`config.mk`:
```
export PLATFORM = sky130hd
export DESIGN_NAME = vecarb_top
export DESIGN_NICKNAME = d
export VERILOG_FILES = /design/src/logic/vecarb_prio.v /design/src/logic/vecarb_top.v
export VERILOG_INCLUDE_DIRS = /design/src /design/src/logic
export SDC_FILE = /design/constraint.sdc
export NUM_CORES = 1
export LEC_CHECK = 0
export ABC_AREA = 1
export ABC_CLOCK_PERIOD_IN_PS = 2970
export BUFFER_PORTS_ARGS = -buffer_cell sky130_fd_sc_hd__buf_4
export CAP_MARGIN = 20
export CORE_UTILIZATION = 29
export CTS_CLUSTER_SIZE = 20
export DETAILED_ROUTE_END_ITERATION = 10
export PLACE_DENSITY = 0.58
export REMOVE_ABC_BUFFERS = 1
export SLEW_MARGIN = 20
export SYNTH_ARGS = -nofsm -noshare
export SYNTH_HDL_FRONTEND = slang
export SYNTH_SLANG_ARGS = --single-unit
```
`constraint.sdc`:
```
create_clock -name clk -period 2.97 [get_ports clk]
set_input_delay 0.297 -clock clk [delete_from_list [all_inputs] [get_ports clk]]
set_output_delay 0.297 -clock clk [all_outputs]
set_load 0.02 [all_outputs]
```
`src/logic/vecarb_map.vh`:
```
// constants for the vector-select arbiter
`ifndef VECARB_MAP_VH
`define VECARB_MAP_VH
`define VA_SLOT_TRAP 8'hFE
`define VA_SLOT_NMI 8'hFC
`define VA_SLOT_EXT 8'hFA
`define VA_SLOT_IDLE 8'hF8
`define VA_SLOT_T1A 8'hF6
`define VA_SLOT_T1B 8'hF4
`define VA_SLOT_SER 8'hF2
`define VA_SLOT_TWB 8'hF0
`define VA_SLOT_PORT 8'hE2
`define VA_SLOT_DEF 8'hE0
`define VA_PAGE_LAST 8'hFF
`define VA_ACK_PC 15'h00FF
`define VA_ACK_CYCLES 3'h7
`define VA_PC_RST 15'h0000
`define VA_NSRC 7
`endif

```
`src/logic/vecarb_prio.v`:
```
// fixed-rank priority encoder producing the vector slot offset
`include "vecarb_map.vh"
module vecarb_prio (
   input wire trap_pend,
   input wire [`VA_NSRC-1:0] active,
   output reg [7:0] slot
);
   // active bit order: 6 ext,5 idle,4 t1a,3 t1b,2 ser,1 twb,0 port
   always @* begin
      if (trap_pend)
         slot = `VA_SLOT_TRAP;
      else if (active[6])
         slot = `VA_SLOT_EXT;
      else if (active[5])
         slot = `VA_SLOT_IDLE;
      else if (active[4])
         slot = `VA_SLOT_T1A;
      else if (active[3])
         slot = `VA_SLOT_T1B;
      else if (active[2])
         slot = `VA_SLOT_SER;
      else if (active[1])
         slot = `VA_SLOT_TWB;
      else if (active[0])
         slot = `VA_SLOT_PORT;
      else
         slot = `VA_SLOT_DEF;
   end
endmodule

```
`src/logic/vecarb_top.v`:
```
// vector-select arbitration, vector fetch and interrupt acknowledge
`include "vecarb_map.vh"
module vecarb_top (
   clk,
   rst_n,
   vector_select_instruction,
   trap_opcode,
   clear_trap_pending_instruction,
   irq_ack,
   gie_set,
   instr_pc,
   src_enable,
   src_pending,
   pmem_data,
   pmem_addr,
   pmem_rd,
   pc_load,
   pc_value,
   push,
   push_addr,
   global_interrupt_enable,
   trap_pending,
   busy
);
   input wire clk;
   input wire rst_n;
   input wire vector_select_instruction;
   input wire trap_opcode;
   input wire clear_trap_pending_instruction;
   input wire irq_ack;
   input wire gie_set;
   input wire [14:0] instr_pc;
   input wire [`VA_NSRC-1:0] src_enable;
   input wire [`VA_NSRC-1:0] src_pending;
   input wire [7:0] pmem_data;
   output reg [14:0] pmem_addr;
   output reg pmem_rd;
   output reg pc_load;
   output reg [14:0] pc_value;
   output reg push;
   output reg [14:0] push_addr;
   output reg global_interrupt_enable;
   output reg trap_pending;
   output wire busy;

   localparam ST_IDLE = 3'h0;
   localparam ST_RDHI = 3'h1;
   localparam ST_RDLO = 3'h2;
   localparam ST_LOAD = 3'h3;
   localparam ST_ACK = 3'h4;

   reg rst_s1_q;
   reg rst_s2_q;
   wire rst_i_n;
   reg [2:0] st_q;
   reg [2:0] cnt_q;
   reg [14:0] tab_q;
   reg [6:0] hi_q;
   wire [7:0] slot;
   wire [`VA_NSRC-1:0] active;
   wire [6:0] page_next;
   reg [2:0] st_d;
   reg [2:0] cnt_d;
   reg [14:0] tab_d;
   wire vs_go;
   wire ack_go;

   always @(posedge clk or negedge rst_n) begin
      if (!rst_n) begin
         rst_s1_q <= 1'b0;
         rst_s2_q <= 1'b0;
      end else begin
         rst_s1_q <= 1'b1;
         rst_s2_q <= rst_s1_q;
      end
   end
   assign rst_i_n = rst_s2_q;

   assign active = src_enable & src_pending;

   vecarb_prio u_prio (
      .trap_pend(trap_pending),
      .active(active),
      .slot(slot)
   );

   // page of the table: next page when instruction is at the page top
   assign page_next = instr_pc[14:8] + 7'h01;
   assign busy = (st_q != ST_IDLE);
   assign vs_go = (st_q == ST_IDLE) && vector_select_instruction;
   assign ack_go = (st_q == ST_IDLE) && !vector_select_instruction && irq_ack;

   always @(posedge clk or negedge rst_i_n) begin
      if (!rst_i_n) begin
         trap_pending <= 1'b0;
      end else if (trap_opcode) begin
         trap_pending <= 1'b1; // set wins over clear
      end else if (clear_trap_pending_instruction) begin
         trap_pending <= 1'b0;
      end
   end

   // next state of the fetch and acknowledge sequencer
   always @* begin
      st_d = st_q;
      case (st_q)
         ST_IDLE: begin
            if (vector_select_instruction)
               st_d = ST_RDHI;
            else if (irq_ack)
               st_d = ST_ACK;
         end
         ST_RDHI: st_d = ST_RDLO;
         ST_RDLO: st_d = ST_LOAD;
         ST_LOAD: st_d = ST_IDLE;
         ST_ACK: begin
            if (cnt_q == 3'h1)
               st_d = ST_IDLE;
         end
         default: st_d = ST_IDLE;
      endcase
   end

   // table address: slot replaces the low byte only
   always @* begin
      if (instr_pc[7:0] == `VA_PAGE_LAST)
         tab_d = {page_next, slot};
      else
         tab_d = {instr_pc[14:8], slot};
   end

   // acknowledge cycle counter
   always @* begin
      cnt_d = cnt_q;
      if (ack_go)
         cnt_d = `VA_ACK_CYCLES - 3'h1;
      else if (st_q == ST_ACK)
         cnt_d = cnt_q - 3'h1;
   end

   always @(posedge clk or negedge rst_i_n) begin
      if (!rst_i_n) begin
         st_q <= ST_IDLE;
         cnt_q <= 3'h0;
         tab_q <= `VA_PC_RST;
         hi_q <= 7'h00;
      end else begin
         st_q <= st_d;
         cnt_q <= cnt_d;
         // sources sampled in the first cycle of the instruction
         if (vs_go)
            tab_q <= tab_d;
         if (st_q == ST_RDLO)
            hi_q <= pmem_data[6:0];
      end
   end

   // global enable: acknowledge clears it, return-from-interrupt sets it
   always @(posedge clk or negedge rst_i_n) begin
      if (!rst_i_n)
         global_interrupt_enable <= 1'b0;
      else if (ack_go)
         global_interrupt_enable <= 1'b0;
      else if (gie_set)
         global_interrupt_enable <= 1'b1;
   end

   always @(posedge clk or negedge rst_i_n) begin
      if (!rst_i_n) begin
         pmem_addr <= `VA_PC_RST;
         pmem_rd <= 1'b0;
         pc_load <= 1'b0;
         pc_value <= `VA_PC_RST;
         push <= 1'b0;
         push_addr <= `VA_PC_RST;
      end else begin
         pmem_rd <= 1'b0;
         pc_load <= 1'b0;
         push <= 1'b0;
         case (st_q)
            ST_IDLE: begin
               if (ack_go) begin
                  push <= 1'b1;
                  push_addr <= instr_pc;
               end
            end
            ST_RDHI: begin
               pmem_addr <= tab_q;
               pmem_rd <= 1'b1;
            end
            ST_RDLO: begin
               pmem_addr <= {tab_q[14:1], 1'b1};
               pmem_rd <= 1'b1;
            end
            ST_LOAD: begin
               pc_value <= {hi_q, pmem_data};
               pc_load <= 1'b1;
            end
            ST_ACK: begin
               if (cnt_q == 3'h1) begin
                  pc_value <= `VA_ACK_PC;
                  pc_load <= 1'b1;
               end
            end
            default: pc_load <= 1'b0;
         endcase
      end
   end
endmodule

```
==> impl_metrics.csv, run 1 <==
group,metric,value,unit
outcome,outcome,"completed",
power,p_leak,0.00219,uW
timing,clock_skew,0.00862,ns
timing,finalHoldViolations,0,
clock_network,cts-root-buf,"clkbuf_8",
power,p_total,4410,uW
critical_path,r2r_cells,4,
routing,m1WireLength,3360,um
routing,dr.pass1.iters,4,
critical_path,reg2reg_setup_slack,1.16,ns
placement,gp_congestion,0.777,
routing,dr_wl_met3,338,um
grt,grt_overflow_total,0,
critical_path,crit_start,"st_q[2]",
logic_synthesis,synth_seq_cells,75,
critical_path,required,3.18,ns
routing,via_count,2530,
logic_synthesis,yosysTopAreaCellShare,0.598,
power,power_frac_comb,0.420,
critical_path,path_depth,4,
logic_synthesis,netlist_top_cells_area,"dfrtp_1, nand2_1, inv_1",
grt,first_global_vias,2456,
logic_synthesis,synth.distinct_cells,33,
critical_path,worst-setup-path-type,"reg -> reg",
logic_synthesis,yosysMostFrequentCell,"nand2_1",
die,rows,37,
grt,antenna_found_initial,0,
power,power.density,1060,nW/um2
die,die_area,11200,um2
power,switching_share,0.401,
timing,tightestPinTransition,0.942,ns
critical_path,crit_end,"cnt_q[0]",
layout,layout-drive-gt1-share,0.280,
logic_synthesis,synth-edff-count,0,
power,pwr-share-clk,0.184,
critical_path,startpoint_type,"flip-flop",
timing,finalSetupViolCount,0,
critical_path,r2r_start,"st_q[2]",
logic_synthesis,syn_area,3140,um2
logic_synthesis,synth_common_cells,"nand2_1, dfrtp_1, inv_1",
clock_network,cts_setup_buffers,0,
clock_network,numCtsBuffers,9,
critical_path,slowest_stage,"nand4_2",
routing,top_layer,"met4",
placement,dp_slack,1.16,ns
routing,routedWlPerCell,12.2,um
clock_network,cts_resized,0,
routing,wirelength,7160,um
placement,placed_cells,569,
routing,post-route-drc-count,0,
power,p_switching,1770,uW
critical_path,cp_top_family,"simple AND/OR/NAND/NOR gates",
die,die_x,106,um
logic_synthesis,synthFlopType,"dfrtp_1",
clock_network,h-tree-depth,3,
timing,finalCritPeriodShare,0.610,
clock_network,clockBufferDepth,2,
clock_network,cts_tree,"done",
layout,diodes,0,
routing,drtAntennaViolNets,0,
grt,track_usage,0.134,
layout,area_delta_synth_final,32.6,%
timing,finalSetupTns,0,ns
critical_path,crit_buf_inv,1,
layout,final_cell_count_no_fill,586,
timing,max_freq,552,MHz
die,fp.dieH,106,um
routing,vias_per_cell,4.32,
die,ios,95,
critical_path,endpoint_kind,"flip-flop",
clock_network,clk_latency,0.34,ns
min_path,hold_class,"in -> reg",
critical_path,critPathMaxStageDelay,0.51,ns
logic_synthesis,netlist_instances,350,
logic_synthesis,syn_area_per_cell,8.97,um2
placement,dpl.hpwl,5090,um
clock_network,cts_num_sinks,75,
critical_path,critPathMaxFanout,24,
logic_synthesis,ys_warn_count,0,
flow_run,maxCapViolCount,0,
logic_synthesis,postSynth.asyncResetShare,1.00,
clock_network,hold_buffers,1,
critical_path,r2r_end,"cnt_q[0]",
routing,dr_wl_met2,3360,um
power,internal_power,2640,uW
layout,final_nets,492,
timing,relSlewSlack,0.372,
grt,grt_start_max_net_pins,74,
clock_network,clkTransAtPathRegs,0.08,ns
logic_synthesis,synth_top_cell_by_area,"dfrtp_1",
die,initial_core_util,0.301,
timing,layout_min_cycle_time,1.81,ns
timing,maxSlewViolCount,0,
grt,grt_pass1_wl,11700,um
critical_path,worstPathCellList,"nor2_2 -> nand4_2 -> inv_2 -> nor3_1",
critical_path,critPathArrivalTime,2.02,ns
logic_synthesis,seq_area_frac_synth,0.598,
timing,rsz0062_at_grt,"no",
power,ir_drop,0.438,mV
routing,drt_iter0_markers,122,
placement,portBuffers,94,
power,seqPwrFrac,0.396,
die,core,10400,um2
timing,setup_ws,1.16,ns
logic make-up after synthesis:
kind of cell	count (synthesis)	share of synthesized area
simple gates	182	0.244
flops	75	0.598
buf+inv	46	0.0666
compound gates	41	0.0729
fa+ha+maj	3	0.0120
xor+xnor	2	0.00558
other cells	1	0.00119
state kept, by name (all words and copies together) (netlist names), 3 cells and up:
register,cells
st_q,3
hi_q,7
push_addr,15
pc_value,15
cnt_q,3
pmem_addr,13
tab_q,12
metrics by stage:
stage / util / instance area (um2) / hold slack (ns)
floorplan: - / 3060 / 0.00141
global route: 0.400 / 4160 / 0.134
CTS: 0.400 / 4160 / 0.112
finish: 0.400 / 4160 / 0.136
detailed placement: 0.378 / 3940 / 0.0832
global placement: 0.378 / 3940 / 0.0806
worst min-delay path by stage:
stage / slack, ns / depth (start not counted) / startpoint / endpoint
detailed placement: 0.08 / 1 / rst_n / rst_s1_q
floorplan: 0.001 / 0 / rst_n / rst_i_n
CTS: 0.11 / 2 / clear_trap_pending_instruction / trap_pending
global placement: 0.08 / 1 / rst_n / rst_s1_q
finish: 0.14 / 2 / clear_trap_pending_instruction / trap_pending
global route: 0.13 / 2 / clear_trap_pending_instruction / trap_pending
power by group through the flow:
| stage | Combinational (uW) | Sequential, uW | Clock [uW] |
|---|---|---|---|
| after floorplan | 755 | 2090 | 0 |
| after global placement | 1850 | 1760 | 0 |
| after detailed placement | 1890 | 1770 | 0 |
| after CTS | 1890 | 1750 | 848 |
| after global routing | 2060 | 1810 | 886 |
| final | 1850 | 1750 | 813 |
cell usage in the layout (no fill, tap or decap), types with 4 or more instances in the layout:
cell / count
a21oi_1: 7
buf_4: 94
clkbuf_8: 11
dfrtp_1: 74
inv_1: 31
inv_2: 4
nand2_1: 135
nand3_1: 17
nor2_1: 16
o21ai_0: 16
o21ai_1: 9
routing by layer:
metal,vias to the layer above,GRT usage
li1,1280,-
met1,1177,0.178
met2,63,0.211
met3,10,0.0368
met4,0,0.0456
met5,-,0
layout make-up:
class	count	area (um2)
fillers	1081	6250
clock buffers	11	151
clock inverters	5	61.3
inverters	35	131
well taps	136	170
repair buffers	95	716
multi-input cells	229	1050
flip-flops and latches	75	1880
Power figures use the tool's default switching activity.
==> run 2, diff against run 1 <==
Settings changed: ABC_AREA 1 to 0, ABC_CLOCK_PERIOD_IN_PS 2970 to 1700.
Clock period 2.97 ns to 1.7 ns, I/O delays scaled along.
==> impl_metrics.csv, run 2 <==
group,metric,value,unit
grt,antenna_found_initial,0,
clock_network,cts_setup_buffers,0,
logic_synthesis,synth_seq_cells,75,
logic_synthesis,yosysTopAreaCellShare,0.608,
power,power.density,1890,nW/um2
logic_synthesis,synth.distinct_cells,40,
placement,placed_cell_area,3980,um2
layout,regArea,1880,um2
power,seqPwrFrac,0.381,
grt,grt_overflow_total,0,
clock_network,clk_latency,0.34,ns
die,fp.dieH,105,um
logic_synthesis,syn_area_per_cell,12.5,um2
power,p_total,7960,uW
die,die_area,11100,um2
grt,first_global_vias,2190,
clock_network,hold_buffers,2,
logic_synthesis,yosysMostFrequentCell,"dfrtp_1",
logic_synthesis,seq_area_frac_synth,0.608,
critical_path,critPathArrivalTime,1.79,ns
flow_run,maxCapViolCount,0,
layout,layout-drive-gt1-share,0.468,
logic_synthesis,ys_warn_count,0,
die,core,10300,um2
routing,post-route-drc-count,0,
clock_network,cts-root-buf,"clkbuf_8",
layout,fillCellCount,1020,
clock_network,clockBufferDepth,2,
die,die_x,105,um
critical_path,r2r_cells,5,
clock_network,clkTransAtPathRegs,0.07,ns
routing,vias_per_cell,4.52,
critical_path,reg2reg_setup_slack,0.14,ns
grt,grt_pass1_wl,11000,um
critical_path,worstPathCellList,"nor3_1 -> buf_4 -> nand3b_1 -> buf_4 -> mux2_2",
timing,tightestPinTransition,0.499,ns
critical_path,critPathMaxFanout,16,
power,p_switching,2810,uW
layout,final_common_cell,"buf_4",
critical_path,cpMostUsedCell,"buf_4",
routing,via_count,2226,
timing,max_freq,639,MHz
logic_synthesis,syn_area,3090,um2
clock_network,cts_tree,"done",
critical_path,worst-setup-path-type,"reg -> reg",
placement,gp_congestion,0.699,
logic_synthesis,postSynth.asyncResetShare,1.00,
routing,drtAntennaViolNets,0,
power,switching_share,0.353,
timing,finalSetupViolCount,0,
routing,dr.pass1.iters,4,
min_path,hold_class,"in -> reg",
die,initial_core_util,0.299,
placement,portBuffers,94,
timing,relSlewSlack,0.667,
grt,grt_start_max_net_pins,31,
timing,finalHoldViolations,0,
placement,dpl.hpwl,4690,um
timing,clock_skew,0.00873,ns
power,internal_power,5150,uW
logic_synthesis,netlist_top_cells_area,"dfrtp_1, mux2_2, nand2_1",
outcome,outcome,"completed",
critical_path,slowest_stage,"dfrtp_1",
layout,final_nets,399,
critical_path,required,1.93,ns
critical_path,r2r_start,"st_q[0]",
critical_path,critPathMaxStageDelay,0.46,ns
grt,track_usage,0.129,
routing,routedWlPerCell,13.1,um
die,rows,37,
timing,layout_min_cycle_time,1.56,ns
layout,diodes,0,
logic_synthesis,synth-edff-count,0,
critical_path,startpoint_type,"flip-flop",
layout,area_delta_synth_final,36.6,%
timing,rsz0062_at_grt,"no",
power,pwr-share-clk,0.182,
min_path,holdCritStartpoint,"gie_set",
timing,maxSlewViolCount,0,
critical_path,r2r_end,"push_addr[14]",
logic_synthesis,synth_common_cells,"dfrtp_1, mux2_2, nand2_1",
critical_path,endpoint_kind,"flip-flop",
die,ios,95,
clock_network,numCtsBuffers,9,
min_path,hold_depth,3,
min_path,whs_endpoint,"global_interrupt_enable",
layout,fin_area,4220,um2
timing,finalCritPeriodShare,0.921,
logic_synthesis,synth_top_cell_by_area,"dfrtp_1",
layout,biggestRegsByFlops,"pc_value x15, push_addr x15, pmem_addr x13",
layout,fin_util,0.408,
routing,wirelength,6450,um
logic_synthesis,netlist_instances,246,
logic_synthesis,synthFlopType,"dfrtp_1",
layout,multi_input_area,1070,um2
power,p_leak,0.00190,uW
power,power_frac_comb,0.438,
routing,drt_iter0_markers,28,
clock_network,cts_num_sinks,75,
clock_network,cts_resized,0,
clock_network,h-tree-depth,3,
power,ir_drop,0.739,mV
layout,final_cell_mix,"buf_4, dfrtp_1, mux2_2",
run 2: cell count changes in the layout (fill, tap and decap cells not counted), moves of 3 or more:
| cell | change |
|---|---|
| inv_2 | -4 |
| xnor2_1 | +7 |
| o21ai_1 | -9 |
| nand4_1 | +3 |
| buf_4 | +10 |
| o22a_2 | +6 |
| nand3_1 | -8 |
| nand2_1 | -112 |
| inv_1 | -24 |
| nor3_1 | +4 |
| o21ai_0 | -13 |
| a21oi_1 | +4 |
| mux2_2 | +33 |
run 2: how the worst max path moves through the flow:
stage | from | to | cells past startpoint
final | st_q[0] | push_addr[14] | 5
after global routing | st_q[0] | push_addr[6] | 5
after CTS | st_q[0] | busy | 4
after detailed placement | st_q[0] | push_addr[6] | 5
after global placement | st_q[0] | push_addr[4] | 5
after floorplan | rst_i_n | cnt_q[0] | 0
run 2: layout make-up:
class	count	share of cell area
flip-flops and latches	75	0.446
multi-input cells	150	0.255
repair buffers	108	0.199
well taps	136	0.0404
clock buffers	13	0.0401
clock inverters	3	0.0107
inverters	8	0.00831
run 2: power by group through the flow:
stage	sequential [uW]	clock [uW]	combinational (uW)
2_1_floorplan	3640	0	1420
3_3_place_gp	3060	0	3490
3_5_place_dp	3070	0	3540
4_1_cts	3040	1520	3550
5_1_grt	3140	1590	3790
6_report	3030	1450	3480
run 2: per-stage QoR:
stage	hold slack, ns	instances	setup WS [ns]	TNS (ns)
floorplan	-0.126	233	-0.543	-40.04
global placement	-0.0446	475	0.168	0
detailed placement	-0.0419	475	0.131	0
CTS	0.0256	493	0.108	0
global route	0.0274	493	0.0172	0
finish	0.0449	493	0.135	0
run 2: cells by family (layout without fill, tap and decap cells):
logic type / Yosys count / in the layout / share of synthesized area
buffers and inverters: 21 / 132 / 0.0438
other: 1 / 1 / 0.00121
DFF: 75 / 75 / 0.608
adders and majority gates: 3 / 3 / 0.0122
and+or+nand+nor: 72 / 72 / 0.113
AOI/OAI and AO/OA: 32 / 32 / 0.0754
muxes: 34 / 34 / 0.124
xor gates and xnor gates: 8 / 8 / 0.0227
run 2: worst max-delay path: cells and delay by family, from the launching register on:
kind,cells,cell delay [ns]
buffers and inverters,2,0.36
and+or+nand+nor,2,0.34
muxes,1,0.28
DFF,1,0.46
run 2: metal layers:
layer  wire, um  GRT usage  up-vias
li1           -          -     1064
met1       3020      0.166     1087
met2       3020      0.202       69
met3        342     0.0474        6
met4         64     0.0362        0
met5          0          0        -
==> run 3, diff against run 2 <==
Settings changed: BUFFER_PORTS_ARGS -buffer_cell sky130_fd_sc_hd__buf_4 to -buffer_cell sky130_fd_sc_hd__buf_2.
==> impl_metrics.csv, run 3 (same netlist as run 2, synthesis figures left out) <==
group,metric,value,unit
outcome,outcome,"completed",
layout,area_delta_synth_final,27.9,%
flow_run,maxCapViolCount,0,
routing,drt_iter0_markers,57,
clock_network,clockBufferDepth,2,
critical_path,critPathArrivalTime,1.82,ns
grt,first_global_vias,2125,
routing,dr.pass1.iters,6,
grt,grt_overflow_total,0,
placement,gp_congestion,0.719,
routing,vias_per_cell,4.52,
clock_network,cts_tree,"done",
layout,layout-drive-gt1-share,0.462,
routing,via_count,2227,
layout,fin_area,3950,um2
placement,dp_slack,0.172,ns
power,p_leak,0.00180,uW
grt,track_usage,0.128,
timing,layout_min_cycle_time,1.54,ns
grt,antenna_found_initial,0,
layout,regArea,1880,um2
die,fp.dieH,105,um
routing,routedWlPerCell,13.4,um
layout,multi_input_area,1070,um2
placement,placed_cell_area,3750,um2
layout,fin_util,0.382,
placement,portBuffers,94,
timing,finalHoldViolations,0,
power,p_total,7450,uW
layout,biggestRegsByFlops,"pc_value x15, push_addr x15, pmem_addr x13",
clock_network,cts-root-buf,"clkbuf_8",
routing,drtAntennaViolNets,0,
layout,final_common_cell,"buf_2",
timing,maxSlewViolCount,0,
critical_path,required,1.97,ns
timing,rsz0062_at_grt,"no",
clock_network,cts_resized,0,
die,initial_core_util,0.299,
clock_network,h-tree-depth,3,
clock_network,cts_num_sinks,75,
timing,setup_ws,0.158,ns
grt,grt_start_max_net_pins,33,
critical_path,endpoint_kind,"flip-flop",
clock_network,clkTransAtPathRegs,0.07,ns
die,die_area,11100,um2
placement,dpl.hpwl,4920,um
die,core,10300,um2
critical_path,worst-setup-path-type,"reg -> reg",
timing,finalCritPeriodShare,0.907,
power,power.density,1890,nW/um2
layout,final_nets,400,
clock_network,numCtsBuffers,9,
min_path,hold_class,"in -> reg",
timing,finalSetupTns,0,ns
timing,finalSetupViolCount,0,
die,die_x,105,um
layout,fillCellCount,1023,
power,ir_drop,0.690,mV
clock_network,clk_latency,0.33,ns
die,ios,95,
die,rows,37,
grt,grt_pass1_wl,10800,um
timing,clock_skew,0.00651,ns
critical_path,critPathMaxFanout,16,
layout,diodes,0,
routing,wirelength,6610,um
routing,post-route-drc-count,0,
critical_path,startpoint_type,"flip-flop",
timing,max_freq,649,MHz
layout,final_cell_mix,"buf_2, dfrtp_1, mux2_2",
## run 3: cell types whose count changed in the layout (fill, tap and decap cells not counted)
cell / before / now
buf_2: 0 / 94
buf_4: 104 / 11
clkinvlp_4: 2 / 0
clkbuf_1: 1 / 3
clkbuf_8: 12 / 9
clkinv_2: 0 / 2
## run 3: layout make-up
cell class / count / share of cell area
flip-flops and latches: 75 / 0.476
inverters: 8 / 0.00887
repair buffers: 109 / 0.155
clock buffers: 12 / 0.0342
clock inverters: 3 / 0.0101
well taps: 136 / 0.0431
multi-input cells: 150 / 0.272
## run 3: final timing paths
| path | startpoint | endpoint | slack, ns | cells past startpoint |
|---|---|---|---|---|
| worst max register to register | st_q[0] | pc_value[12] | 0.16 | 5 |
| worst min register to register | rst_i_n | global_interrupt_enable | 0.24 | 0 |
| max in group asynchronous | rst_i_n | pmem_addr[13] | 0.89 | 1 |
| worst max-delay path | st_q[0] | pc_value[12] | 0.16 | 5 |
| min in group asynchronous | rst_n | rst_s1_q | 0.14 | 2 |
| worst min-delay path | gie_set | global_interrupt_enable | 0.05 | 3 |
## run 3: power by group
part	internal, uW	leakage, uW	total (uW)	switching [uW]
combinational	1440	0.000863	3160	1720
sequential	2580	0.000851	3020	436
clock	668	0.0000902	1280	613
## run 3: worst max-delay path, stage by stage, from the launching register on
cell and delay, ns:
dfrtp_1 0.47, or3b_1 0.44, o21a_4 0.28, inv_6 0.13
nand3_1 0.09, nand2_1 0.07
## run 3: routing by layer
layer	up-vias	wire, um	track usage
met5	-	0	0
met4	0	96	0.0483
met3	10	365	0.0368
met2	84	3070	0.194
met1	1064	3080	0.172
li1	1069	-	-
## run 3: stage by stage
stage / cells / hold slack [ns]
global route: 493 / 0.0388
CTS: 493 / 0.0350
global placement: 476 / -0.0449
floorplan: 233 / -0.126
detailed placement: 476 / -0.0402
finish: 493 / 0.0525
## run 3: repair_timing
action	CTS	global route
hold buffers	2	0
endpoints found under the hold margin	3	0
buffers inserted	0	0
